### src/core/gpio_hj_regs.svh
// register offsets, field positions, reset values for the two-port gpio block
`ifndef GPIO_HJ_REGS_SVH
`define GPIO_HJ_REGS_SVH

// register indices on the 4-bit register port
`define HIGH_PORT_DIRECTION_OFS 4'h0
`define HIGH_PORT_PINS_OFS 4'h1
`define HIGH_PORT_OUTPUT_LATCH_OFS 4'h2
`define CTRL_PORT_DIRECTION_OFS 4'h3
`define CTRL_PORT_PINS_OFS 4'h4
`define CTRL_PORT_OUTPUT_LATCH_OFS 4'h5
`define ANALOG_PIN_CONFIG_OFS 4'h6
`define EXTERNAL_BUS_CONTROL_OFS 4'h7
`define PWM_ROUTE_CONTROL_OFS 4'h8

// external bus control fields
`define BUS_DISABLE_BIT 7
`define BUS_CTRL_WMASK 8'hb3
// analog config: conversion select field and writable bits
`define ANALOG_PCFG_MSB 3
`define ANALOG_CFG_WMASK 8'h3f
// pwm route control: relocation select
`define PWM_RELOCATE_BIT 0
// ctrl port pin that never joins the bus
`define CTRL_PORT_FREE_PIN 5

// reset values
`define DIRECTION_RST 8'hff
`define LATCH_RST 8'h00
`define ANALOG_CFG_RST 8'h00
`define BUS_CTRL_RST 8'h00
`define PWM_ROUTE_RST 8'h00

`endif

### src/core/gpio_hj_pkg.sv
// types for the two-port gpio block
package gpio_hj_pkg;

    typedef logic [7:0] byte_t;
    typedef logic [3:0] nibble_t;

    // complete state of the block
    typedef struct packed {
        byte_t highDir;
        byte_t highLat;
        byte_t ctrlDir;
        byte_t ctrlLat;
        byte_t analogCfg;
        byte_t busCtrl;
        byte_t pwmRoute;
        byte_t highSync1;
        byte_t highSync2;
        byte_t highSync3;
        byte_t highLevel;
        byte_t ctrlSync1;
        byte_t ctrlSync2;
        byte_t ctrlSync3;
        byte_t ctrlLevel;
        byte_t highOut;
        byte_t highOe;
        byte_t ctrlOut;
        byte_t ctrlOe;
        nibble_t ttlSel;
        nibble_t analogSel;
        byte_t readData;
        logic busEn;
    } state_s;

endpackage : gpio_hj_pkg

### src/core/gpio_ports_h_j_bus_mux.sv
// two 8-bit gpio ports sharing pins with the external memory bus
//
// Behaviour
// - high direction 1 releases pin driver
// - high direction 0 drives output latch bit
// - latch register reads stored latch value
// - upper high pins select analog or digital
// - lower high pins carry bus address 19:16
// - reset: upper pins analog, read zero
// - reset: lower pins carry bus address
// - lower pins schmitt in io, ttl otherwise
// - pwm outputs on upper pins unless relocated; analog mode releases them instead
// - ctrl direction behaves like high direction
// - ctrl latch register reads stored latch
// - ctrl pins carry strobes while bus enabled
// - ctrl bit five always ordinary io
// - peripheral may force pin direction
// - override never stored in direction register
// - reset: ctrl direction all inputs; with bus enabled, all ctrl pins but bit five carry strobes
// - no external bus: control reads zero
//
// The strobed register port and the placing of the registers were decided locally.
`timescale 1ns/1ns
`include "gpio_hj_regs.svh"
`default_nettype none

module gpio_ports_h_j_bus_mux #(
    parameter bit HAS_EXTERNAL_BUS = 1'b1
) (
    // clock and reset
    input wire logic clk,
    input wire logic reset_n,
    // register port
    input wire logic [3:0] regAddr,
    input wire logic [7:0] regWriteData,
    input wire logic regWrite,
    input wire logic regRead,
    output logic [7:0] regReadData,
    // high port pins
    input wire gpio_hj_pkg::byte_t highPinIn,
    output logic [7:0] highPinOut,
    output logic [7:0] highPinOe,
    // ctrl port pins
    input wire gpio_hj_pkg::byte_t ctrlPinIn,
    output logic [7:0] ctrlPinOut,
    output logic [7:0] ctrlPinOe,
    // external bus side
    input wire logic [3:0] busAddressUpper,
    input wire logic [7:0] busStrobeOut,
    input wire logic parallelSlaveMode,
    // enhanced pwm outputs: 3 pwm_a_out_b, 2 pwm_a_out_c, 1 pwm_c_out_b, 0 pwm_c_out_c
    input wire logic [3:0] pwmOut,
    input wire logic [3:0] pwmActive,
    // peripheral direction overrides
    input wire logic [7:0] highForceOut,
    input wire logic [7:0] highForceIn,
    input wire logic [7:0] highPeriphData,
    input wire logic [7:0] ctrlForceOut,
    input wire logic [7:0] ctrlForceIn,
    input wire logic [7:0] ctrlPeriphData,
    // status to converter and pad buffers
    output logic [3:0] analogChannelsUpper,
    output logic [3:0] lowerTtlSelect,
    output logic busEnabled
);

    import gpio_hj_pkg::*;

    state_s stateQ;
    state_s stateD;
    logic busOn;
    logic upperAnalog;
    byte_t highPins;

    // three-stage filter: a new level counts once stages two and three agree
    function automatic byte_t filterLevel(input byte_t s2, input byte_t s3, input byte_t prev);
        byte_t r;
        r = prev;
        for (int i = 0; i < 8; i++) begin
            if (s2[i] == s3[i]) begin
                r[i] = s3[i];
            end
        end
        return r;
    endfunction : filterLevel

    // gpio drive enable: overrides win but never touch the register
    function automatic byte_t gpioEnable(input byte_t dir, input byte_t fOut, input byte_t fIn);
        byte_t r;
        r = ~dir;
        r = r & ~fIn;
        r = r | fOut;
        return r;
    endfunction : gpioEnable

    // gpio drive data: forced outputs carry peripheral data
    function automatic byte_t gpioData(input byte_t lat, input byte_t fOut, input byte_t pData);
        byte_t r;
        r = (lat & ~fOut) | (pData & fOut);
        return r;
    endfunction : gpioData

    // bus mode and analog mode decode
    always_comb begin
        busOn = HAS_EXTERNAL_BUS && !stateQ.busCtrl[`BUS_DISABLE_BIT];
        upperAnalog = (stateQ.analogCfg[`ANALOG_PCFG_MSB:0] == 4'h0);
    end

    // high port pin view; upper nibble reads zero in analog mode
    always_comb begin
        highPins = stateQ.highLevel;
        if (upperAnalog) begin
            highPins[7:4] = 4'h0;
        end
    end

    // next-state logic
    always_comb begin
        byte_t en;
        byte_t dat;
        en = 8'h00;
        dat = 8'h00;
        stateD = stateQ;

        // input synchronisers
        stateD.highSync1 = highPinIn;
        stateD.highSync2 = stateQ.highSync1;
        stateD.highSync3 = stateQ.highSync2;
        stateD.highLevel = filterLevel(stateQ.highSync2, stateQ.highSync3, stateQ.highLevel);
        stateD.ctrlSync1 = ctrlPinIn;
        stateD.ctrlSync2 = stateQ.ctrlSync1;
        stateD.ctrlSync3 = stateQ.ctrlSync2;
        stateD.ctrlLevel = filterLevel(stateQ.ctrlSync2, stateQ.ctrlSync3, stateQ.ctrlLevel);

        // register writes
        if (regWrite) begin
            case (regAddr)
                `HIGH_PORT_DIRECTION_OFS: begin
                    stateD.highDir = regWriteData;
                end
                `HIGH_PORT_PINS_OFS: begin
                    stateD.highLat = regWriteData;
                end
                `HIGH_PORT_OUTPUT_LATCH_OFS: begin
                    stateD.highLat = regWriteData;
                end
                `CTRL_PORT_DIRECTION_OFS: begin
                    stateD.ctrlDir = regWriteData;
                end
                `CTRL_PORT_PINS_OFS: begin
                    stateD.ctrlLat = regWriteData;
                end
                `CTRL_PORT_OUTPUT_LATCH_OFS: begin
                    stateD.ctrlLat = regWriteData;
                end
                `ANALOG_PIN_CONFIG_OFS: begin
                    stateD.analogCfg = regWriteData & `ANALOG_CFG_WMASK;
                end
                `EXTERNAL_BUS_CONTROL_OFS: begin
                    if (HAS_EXTERNAL_BUS) begin
                        stateD.busCtrl = regWriteData & `BUS_CTRL_WMASK;
                    end
                end
                `PWM_ROUTE_CONTROL_OFS: begin
                    stateD.pwmRoute = {7'h00, regWriteData[`PWM_RELOCATE_BIT]};
                end
                default: begin
                end
            endcase
        end

        // register reads, data stands in the following cycle only
        stateD.readData = 8'h00;
        if (regRead) begin
            case (regAddr)
                `HIGH_PORT_DIRECTION_OFS: begin
                    stateD.readData = stateQ.highDir;
                end
                `HIGH_PORT_PINS_OFS: begin
                    stateD.readData = highPins;
                end
                `HIGH_PORT_OUTPUT_LATCH_OFS: begin
                    stateD.readData = stateQ.highLat;
                end
                `CTRL_PORT_DIRECTION_OFS: begin
                    stateD.readData = stateQ.ctrlDir;
                end
                `CTRL_PORT_PINS_OFS: begin
                    stateD.readData = stateQ.ctrlLevel;
                end
                `CTRL_PORT_OUTPUT_LATCH_OFS: begin
                    stateD.readData = stateQ.ctrlLat;
                end
                `ANALOG_PIN_CONFIG_OFS: begin
                    stateD.readData = stateQ.analogCfg;
                end
                `EXTERNAL_BUS_CONTROL_OFS: begin
                    stateD.readData = HAS_EXTERNAL_BUS ? stateQ.busCtrl : 8'h00;
                end
                `PWM_ROUTE_CONTROL_OFS: begin
                    stateD.readData = stateQ.pwmRoute;
                end
                default: begin
                    stateD.readData = 8'h00;
                end
            endcase
        end

        // high port: ordinary io drive first
        en = gpioEnable(stateQ.highDir, highForceOut, highForceIn);
        dat = gpioData(stateQ.highLat, highForceOut, highPeriphData);

        // lower nibble carries address 19:16 in bus mode
        if (busOn) begin
            en[3:0] = 4'hf;
            dat[3:0] = busAddressUpper;
        end

        // upper nibble: analog releases, pwm drives unless relocated
        for (int i = 0; i < 4; i++) begin
            if (upperAnalog) begin
                en[i + 4] = 1'b0;
                dat[i + 4] = 1'b0;
            end else if (pwmActive[i] && !stateQ.pwmRoute[`PWM_RELOCATE_BIT]) begin
                en[i + 4] = 1'b1;
                dat[i + 4] = pwmOut[i];
            end
        end
        stateD.highOe = en;
        stateD.highOut = dat;

        // lower nibble input buffer type
        stateD.ttlSel = (busOn || parallelSlaveMode) ? 4'hf : 4'h0;
        stateD.analogSel = upperAnalog ? 4'hf : 4'h0;

        // ctrl port: io unless bus enabled, free pin stays io
        en = gpioEnable(stateQ.ctrlDir, ctrlForceOut, ctrlForceIn);
        dat = gpioData(stateQ.ctrlLat, ctrlForceOut, ctrlPeriphData);
        if (busOn) begin
            for (int i = 0; i < 8; i++) begin
                if (i != `CTRL_PORT_FREE_PIN) begin
                    en[i] = 1'b1;
                    dat[i] = busStrobeOut[i];
                end
            end
        end
        stateD.ctrlOe = en;
        stateD.ctrlOut = dat;

        // registered bus status, tracks the control register it mirrors
        stateD.busEn = HAS_EXTERNAL_BUS && !stateD.busCtrl[`BUS_DISABLE_BIT];
    end

    // state register
    always_ff @(posedge clk or negedge reset_n) begin
        if (!reset_n) begin
            stateQ.highDir <= `DIRECTION_RST;
            stateQ.highLat <= `LATCH_RST;
            stateQ.ctrlDir <= `DIRECTION_RST;
            stateQ.ctrlLat <= `LATCH_RST;
            stateQ.analogCfg <= `ANALOG_CFG_RST;
            stateQ.busCtrl <= `BUS_CTRL_RST;
            stateQ.pwmRoute <= `PWM_ROUTE_RST;
            stateQ.highSync1 <= 8'h00;
            stateQ.highSync2 <= 8'h00;
            stateQ.highSync3 <= 8'h00;
            stateQ.highLevel <= 8'h00;
            stateQ.ctrlSync1 <= 8'h00;
            stateQ.ctrlSync2 <= 8'h00;
            stateQ.ctrlSync3 <= 8'h00;
            stateQ.ctrlLevel <= 8'h00;
            stateQ.highOut <= 8'h00;
            stateQ.highOe <= 8'h00;
            stateQ.ctrlOut <= 8'h00;
            stateQ.ctrlOe <= 8'h00;
            stateQ.ttlSel <= 4'h0;
            stateQ.analogSel <= 4'h0;
            stateQ.readData <= 8'h00;
            stateQ.busEn <= HAS_EXTERNAL_BUS;
        end else begin
            stateQ <= stateD;
        end
    end

    // outputs straight from the state register
    assign regReadData = stateQ.readData;
    assign highPinOut = stateQ.highOut;
    assign highPinOe = stateQ.highOe;
    assign ctrlPinOut = stateQ.ctrlOut;
    assign ctrlPinOe = stateQ.ctrlOe;
    assign analogChannelsUpper = stateQ.analogSel;
    assign lowerTtlSelect = stateQ.ttlSel;
    assign busEnabled = stateQ.busEn;

endmodule : gpio_ports_h_j_bus_mux

`default_nettype wire

### config.mk
export PLATFORM = sky130hd
export DESIGN_NAME = gpio_ports_h_j_bus_mux
export DESIGN_NICKNAME = d
export VERILOG_FILES = /design/src/core/gpio_hj_pkg.sv /design/src/core/gpio_ports_h_j_bus_mux.sv
export VERILOG_INCLUDE_DIRS = /design/src /design/src/core
export SDC_FILE = /design/constraint.sdc
export NUM_CORES = 1
export LEC_CHECK = 0
export BUFFER_PORTS_ARGS = -buffer_cell sky130_fd_sc_hd__buf_2
export CELL_PAD_IN_SITES_DETAIL_PLACEMENT = 1
export CELL_PAD_IN_SITES_GLOBAL_PLACEMENT = 1
export CORE_UTILIZATION = 40
export CTS_CLUSTER_DIAMETER = 50
export CTS_CLUSTER_SIZE = 16
export DETAILED_ROUTE_END_ITERATION = 16
export PLACE_DENSITY_LB_ADDON = 0.1
export REMOVE_ABC_BUFFERS = 1
export SLEW_MARGIN = 20
export SYNTH_ARGS = -nofsm -noshare
export SYNTH_HDL_FRONTEND = slang
export SYNTH_SLANG_ARGS = --single-unit
### constraint.sdc
create_clock -name clk -period 1.81 [get_ports clk]
set_input_delay 0.181 -clock clk [delete_from_list [all_inputs] [get_ports clk]]
set_output_delay 0.181 -clock clk [all_outputs]
set_load 0.1 [all_outputs]
### After elaboration in Yosys (flattened, before gate mapping)

Cells that the tools add are included.

| word-level totals | value |
|---|---|
| flip-flop bits (word level) | 157 |
| bits in latches | 0 |
| bits in writable memories | 0 |
| ROM bits | 0 |
| memories kept | 0 |

| cells by class | value |
|---|---|
| $add $sub $neg | 0 |
| $mul | 0 |
| divide/modulo/power cells | 0 |
| $lt $le $gt $ge | 0 |
| equality and inequality tests | 24 |
| shift operators | 0 |
| mux-type cells | 30 |
| bitwise gates (word level) | 16 |
| reduce and logical (&&, ||, !) cells | 19 |

Operator list:

| cell | count |
|---|---|
| 8-bit case mux with 9 select lines | 1 |
| 8-bit AND | 6 |
| 8-bit NOT | 6 |
| 8-bit bitwise OR | 4 |
| 4-bit two-way mux | 5 |
| 1-bit two-way mux | 17 |
| 1-bit equality test | 16 |
| 4-bit by 3-bit equality test with 1-bit output, second input constant | 4 |
| 16-bit two-way mux | 1 |
| 8-bit two-way mux | 2 |
| 2-bit AND reduction | 7 |
| 5-bit two-way mux | 2 |
| 4-bit by 2-bit equality test with 1-bit output, second input constant | 2 |
| 4-bit zero test | 2 |
| 4-bit by 1-bit equality test with 1-bit output, second input constant | 1 |
| 4-bit equality test, second input constant | 1 |
| 1-bit logical AND | 4 |
| 2-bit two-way mux | 2 |
| 2-bit OR reduction | 2 |
| 1-bit zero test | 3 |
| 1-bit logical OR | 1 |

### Depth between registers and ports, before layout

| depth | value |
|---|---|
| depth in word-level cells | 5 |
| mapped depth | 6 |
| gate-level depth less buffers | 4 |

### Least setup slack after synthesis

OpenSTA, ideal clock, no wires.

| timing path | value |
|---|---|
| path type | reg2reg |
| from | register stateQ[130] in the netlist's numbering |
| to | register stateQ (netlist bit regReadData[6]) |
| library setup time | 0.135 ns |
| arrival time | 1.253 ns |
| data required time | 1.675 ns |
| setup slack | 0.423 ns |
| stages on the path, launching flop included | 5 |
| buffers on the path | 0 |
| clock period less this slack | 1.387 ns |
| cell sequence | dfrtp_1 -> nor4_4 -> nor3b_2 -> a222oi_1 -> nor2_1 |

RTL lines:

| item | RTL line | text |
|---|---|---|
| start: declaration | gpio_ports_h_j_bus_mux.sv:69 | `state_s stateQ;` |
| start signal: assignment | gpio_ports_h_j_bus_mux.sv:281 | `stateQ <= stateD;` |

### Final worst setup path

| timing path | value |
|---|---|
| from | register stateQ (netlist bit busEnabled) |
| to | output busEnabled |

RTL lines:

| item | RTL line | text |
|---|---|---|
| end: declaration | gpio_ports_h_j_bus_mux.sv:64 | `output logic busEnabled` |

No word-level cell between the ends.

==> impl_results.md <==
* Status: finished clean
* Psw at 3.59 mW
* Layout Nets at 714
* Final hold violation count at 0
* Port Buffers at 148
* CP cell instances: buf_2
* Via Count at 3994
* DP HPWL at 9780 um
* Detailed Route WL at 14400 um
* Top post-synthesis cells by area: dfrtp_1, mux2_2, dfstp_2
* Max transition margin at 0.517
* Num ports at 150
* Setup Buffers After CTS at 0
* Num CTS Buffers at 17
* Startpoint types: flip-flop
* CTS root buffer: clkbuf_16
* Worst hold path class: in2reg
* Slowest cell delay on critical path at 0.51 ns
* Initial antenna violation count at 1
* Clock Path Buffers at 2
* Synthesized instance count at 453
* Sequential power share at 0.408
* First-pass GRT wire length at 23600 um
* Logic pwr share at 0.257
* Layout cell share with drive strength beyond 1 at 0.427
* RR Startpoint: stateQ[128]
* Setup crit end kind: output port
* Max Clk Rate at 653 MHz
* Synth-to-layout area growth at 27.2%
* Initial Util at 0.415
* Synthesized flop and latch total at 151
* CTS H-tree lvls at 4
* Netlist cell types at 49
* Cell Rows at 44
* Hold path cells at 2
* WP buf/inv at 1
* Gr ovfl total at 0
* Source of the worst hold timing path: ctrlForceOut[5]
* Pre-CTS worst setup slack at 0.157 ns
* Worst Max-Slew Pin Slew at 0.720 ns
* Final Skew at 0.00531 ns
* Crit path time final at 1.53 ns
* Worst Hold Path EP: ctrlPinOe[5]
* CTS resizes at 0
* Fin. max-slew vios at 0
* Area of the multi-input gates at 1840 um2
* Clock Sinks at 151
* Worst R2R End: highPinOe[2]
* Syn avg cell area at 13.5 um2
* WP data arrival at 1.35 ns
* Gpl congestion at 0.759
* PwrDens at 1340 nW/um2
* Clk_lat worst skew at 0.42 ns
* Clock power share at 0.335
* Slowest CP cell: dfstp_2
* Register area share after synthesis at 0.621
* Core Area at 14800 um2
* Pleak at 3.55 nW
* Fillcell total at 1541
* GRT Total Usage at 0.200
* Cell internal pwr at 6.83 mW
* Post-synth top area cell: dfrtp_1
* Final worst setup slack at 0.278 ns
* CTS tree: yes
* DRC at 0
* Critical path type: reg2out
* Max Cap Violations at 0
* Vias in the first global route at 4425
* Final period util at 0.846
* CP Max Fanout at 1
* RSZ-0062 raised after global routing: false
* Yosys synthesis warning count at 0
* VDD IR max at 0.000632 V
* R2R cell count at 3
* Seq. cell area at 3800 um2
* Family with the most delay on the worst path: flip-flops
* Full die area at 15800 um2
* Most frequent cells in the layout: buf_2, dfrtp_1, mux2_2
* Data required time at the worst endpoint at 1.63 ns
* Wire per inst at 17.8 um
* Switching part of the total at 0.345
* Share of the synthesized area in the top cell type at 0.548
* Final Power at 10.4 mW
* Clk pin slew, worst setup/hold paths at 0.06 ns
* Initial DRC Count at 98
* Most common cell after layout, fill and taps aside: buf_2
* R2R setup slack at 0.31 ns
* Mapped Area at 6120 um2
* Setup violators final at 0
* Via density at 4.92
* Number of nets with antenna violations after routing at 0
* Largest net degree at the start of global routing at 51
* Die X at 126 um
* Detailed Routing Iterations Pass 1 at 5
* Die height at 126 um
* CTS Hold Buffers Added at 43
==> sequential cells by signal (all words and copies together), names as in the netlist <==
name,count
analogChannelsUpper,1
highPins,4
lowerTtlSelect,1
stateD,32
stateQ,72
ctrlPinOut,8
regReadData,8
ctrlPinOe,8
highPinOe,8
busEnabled,1
highPinOut,8
==> area by class of cell <==
type | count | share of cell area
diodes | 1 | 0.000321
repair buffers | 202 | 0.165
clock inverters | 10 | 0.0164
inverters | 13 | 0.00627
flip-flops and latches | 151 | 0.488
multi-input cells | 228 | 0.236
well taps | 184 | 0.0296
clock buffers | 22 | 0.0583
==> worst max path at each step <==
stage | startpoint | endpoint | slack [ns] | depth (start not counted)
after global routing | busEnabled | busEnabled | 0.24 | 1
after floorplan | analogChannelsUpper[2] | analogChannelsUpper[0] | -1.04 | 0
after CTS | busEnabled | busEnabled | 0.26 | 1
after detailed placement | regAddr[0] | regReadData[0] | 0.16 | 5
after global placement | regAddr[1] | regReadData[4] | 0.18 | 5
final | busEnabled | busEnabled | 0.28 | 1
==> cell usage after synthesis, drive strengths merged <==
master	count
dfrtp	134
buf	57
mux2	47
nor2	34
a21oi	26
mux2i	24
dfstp	17
maj3	16
inv	13
nand2	11
o211ai	11
nand3	7
o21ai	7
nor2b	6
nor3	6
clkbuf	4
mux4	4
a31oi	3
nand3b	3
a211oi	2
a22oi	2
and3	2
nor3b	2
a211o	1
a21o	1
a221oi	1
a222oi	1
a2bb2oi	1
and2	1
and2b	1
nand2b	1
nand4	1
nor4	1
nor4bb	1
o21bai	1
o32a	1
or2	1
xor2	1
==> power by group through the flow <==
stage	logic [mW]	clock network (mW)	registers, mW
floorplan	0.584	0	5.59
global placement	2.56	0	4.29
detailed placement	2.61	0	4.32
CTS	2.69	3.59	4.26
global route	2.83	3.71	4.33
finish	2.68	3.49	4.26
==> per-layer routing <==
metal,share of wire,GRT usage
met1,0.45,0.253
met2,0.49,0.333
met3,0.049,0.0506
met4,0.015,0.0710
met5,0,0
==> metrics by stage <==
stage / setup TNS (ns) / area [um2] / hold WS [ns] / utilization / instances
2_1_floorplan: -8.32 / 5690 / -0.115 / - / 392
3_3_place_gp: 0 / 6770 / 0.0845 / 0.459 / 735
3_5_place_dp: 0 / 6770 / 0.0839 / 0.459 / 735
4_1_cts: 0 / 7780 / 0.000153 / 0.527 / 810
5_1_grt: 0 / 7780 / 0.0144 / 0.527 / 810
6_report: 0 / 7780 / 0.00949 / 0.528 / 811
==> cell families after synthesis <==
| kind of cell | after synthesis | synth area share |
|---|---|---|
| AOI/OAI and AO/OA | 58 | 0.0585 |
| xor gates and xnor gates | 1 | 0.00143 |
| adders and majority gates | 16 | 0.0262 |
| buffers and inverters | 74 | 0.0793 |
| DFF | 151 | 0.621 |
| muxes | 75 | 0.141 |
| and+or+nand+nor | 78 | 0.0730 |
Power figures use the tool's default switching activity.
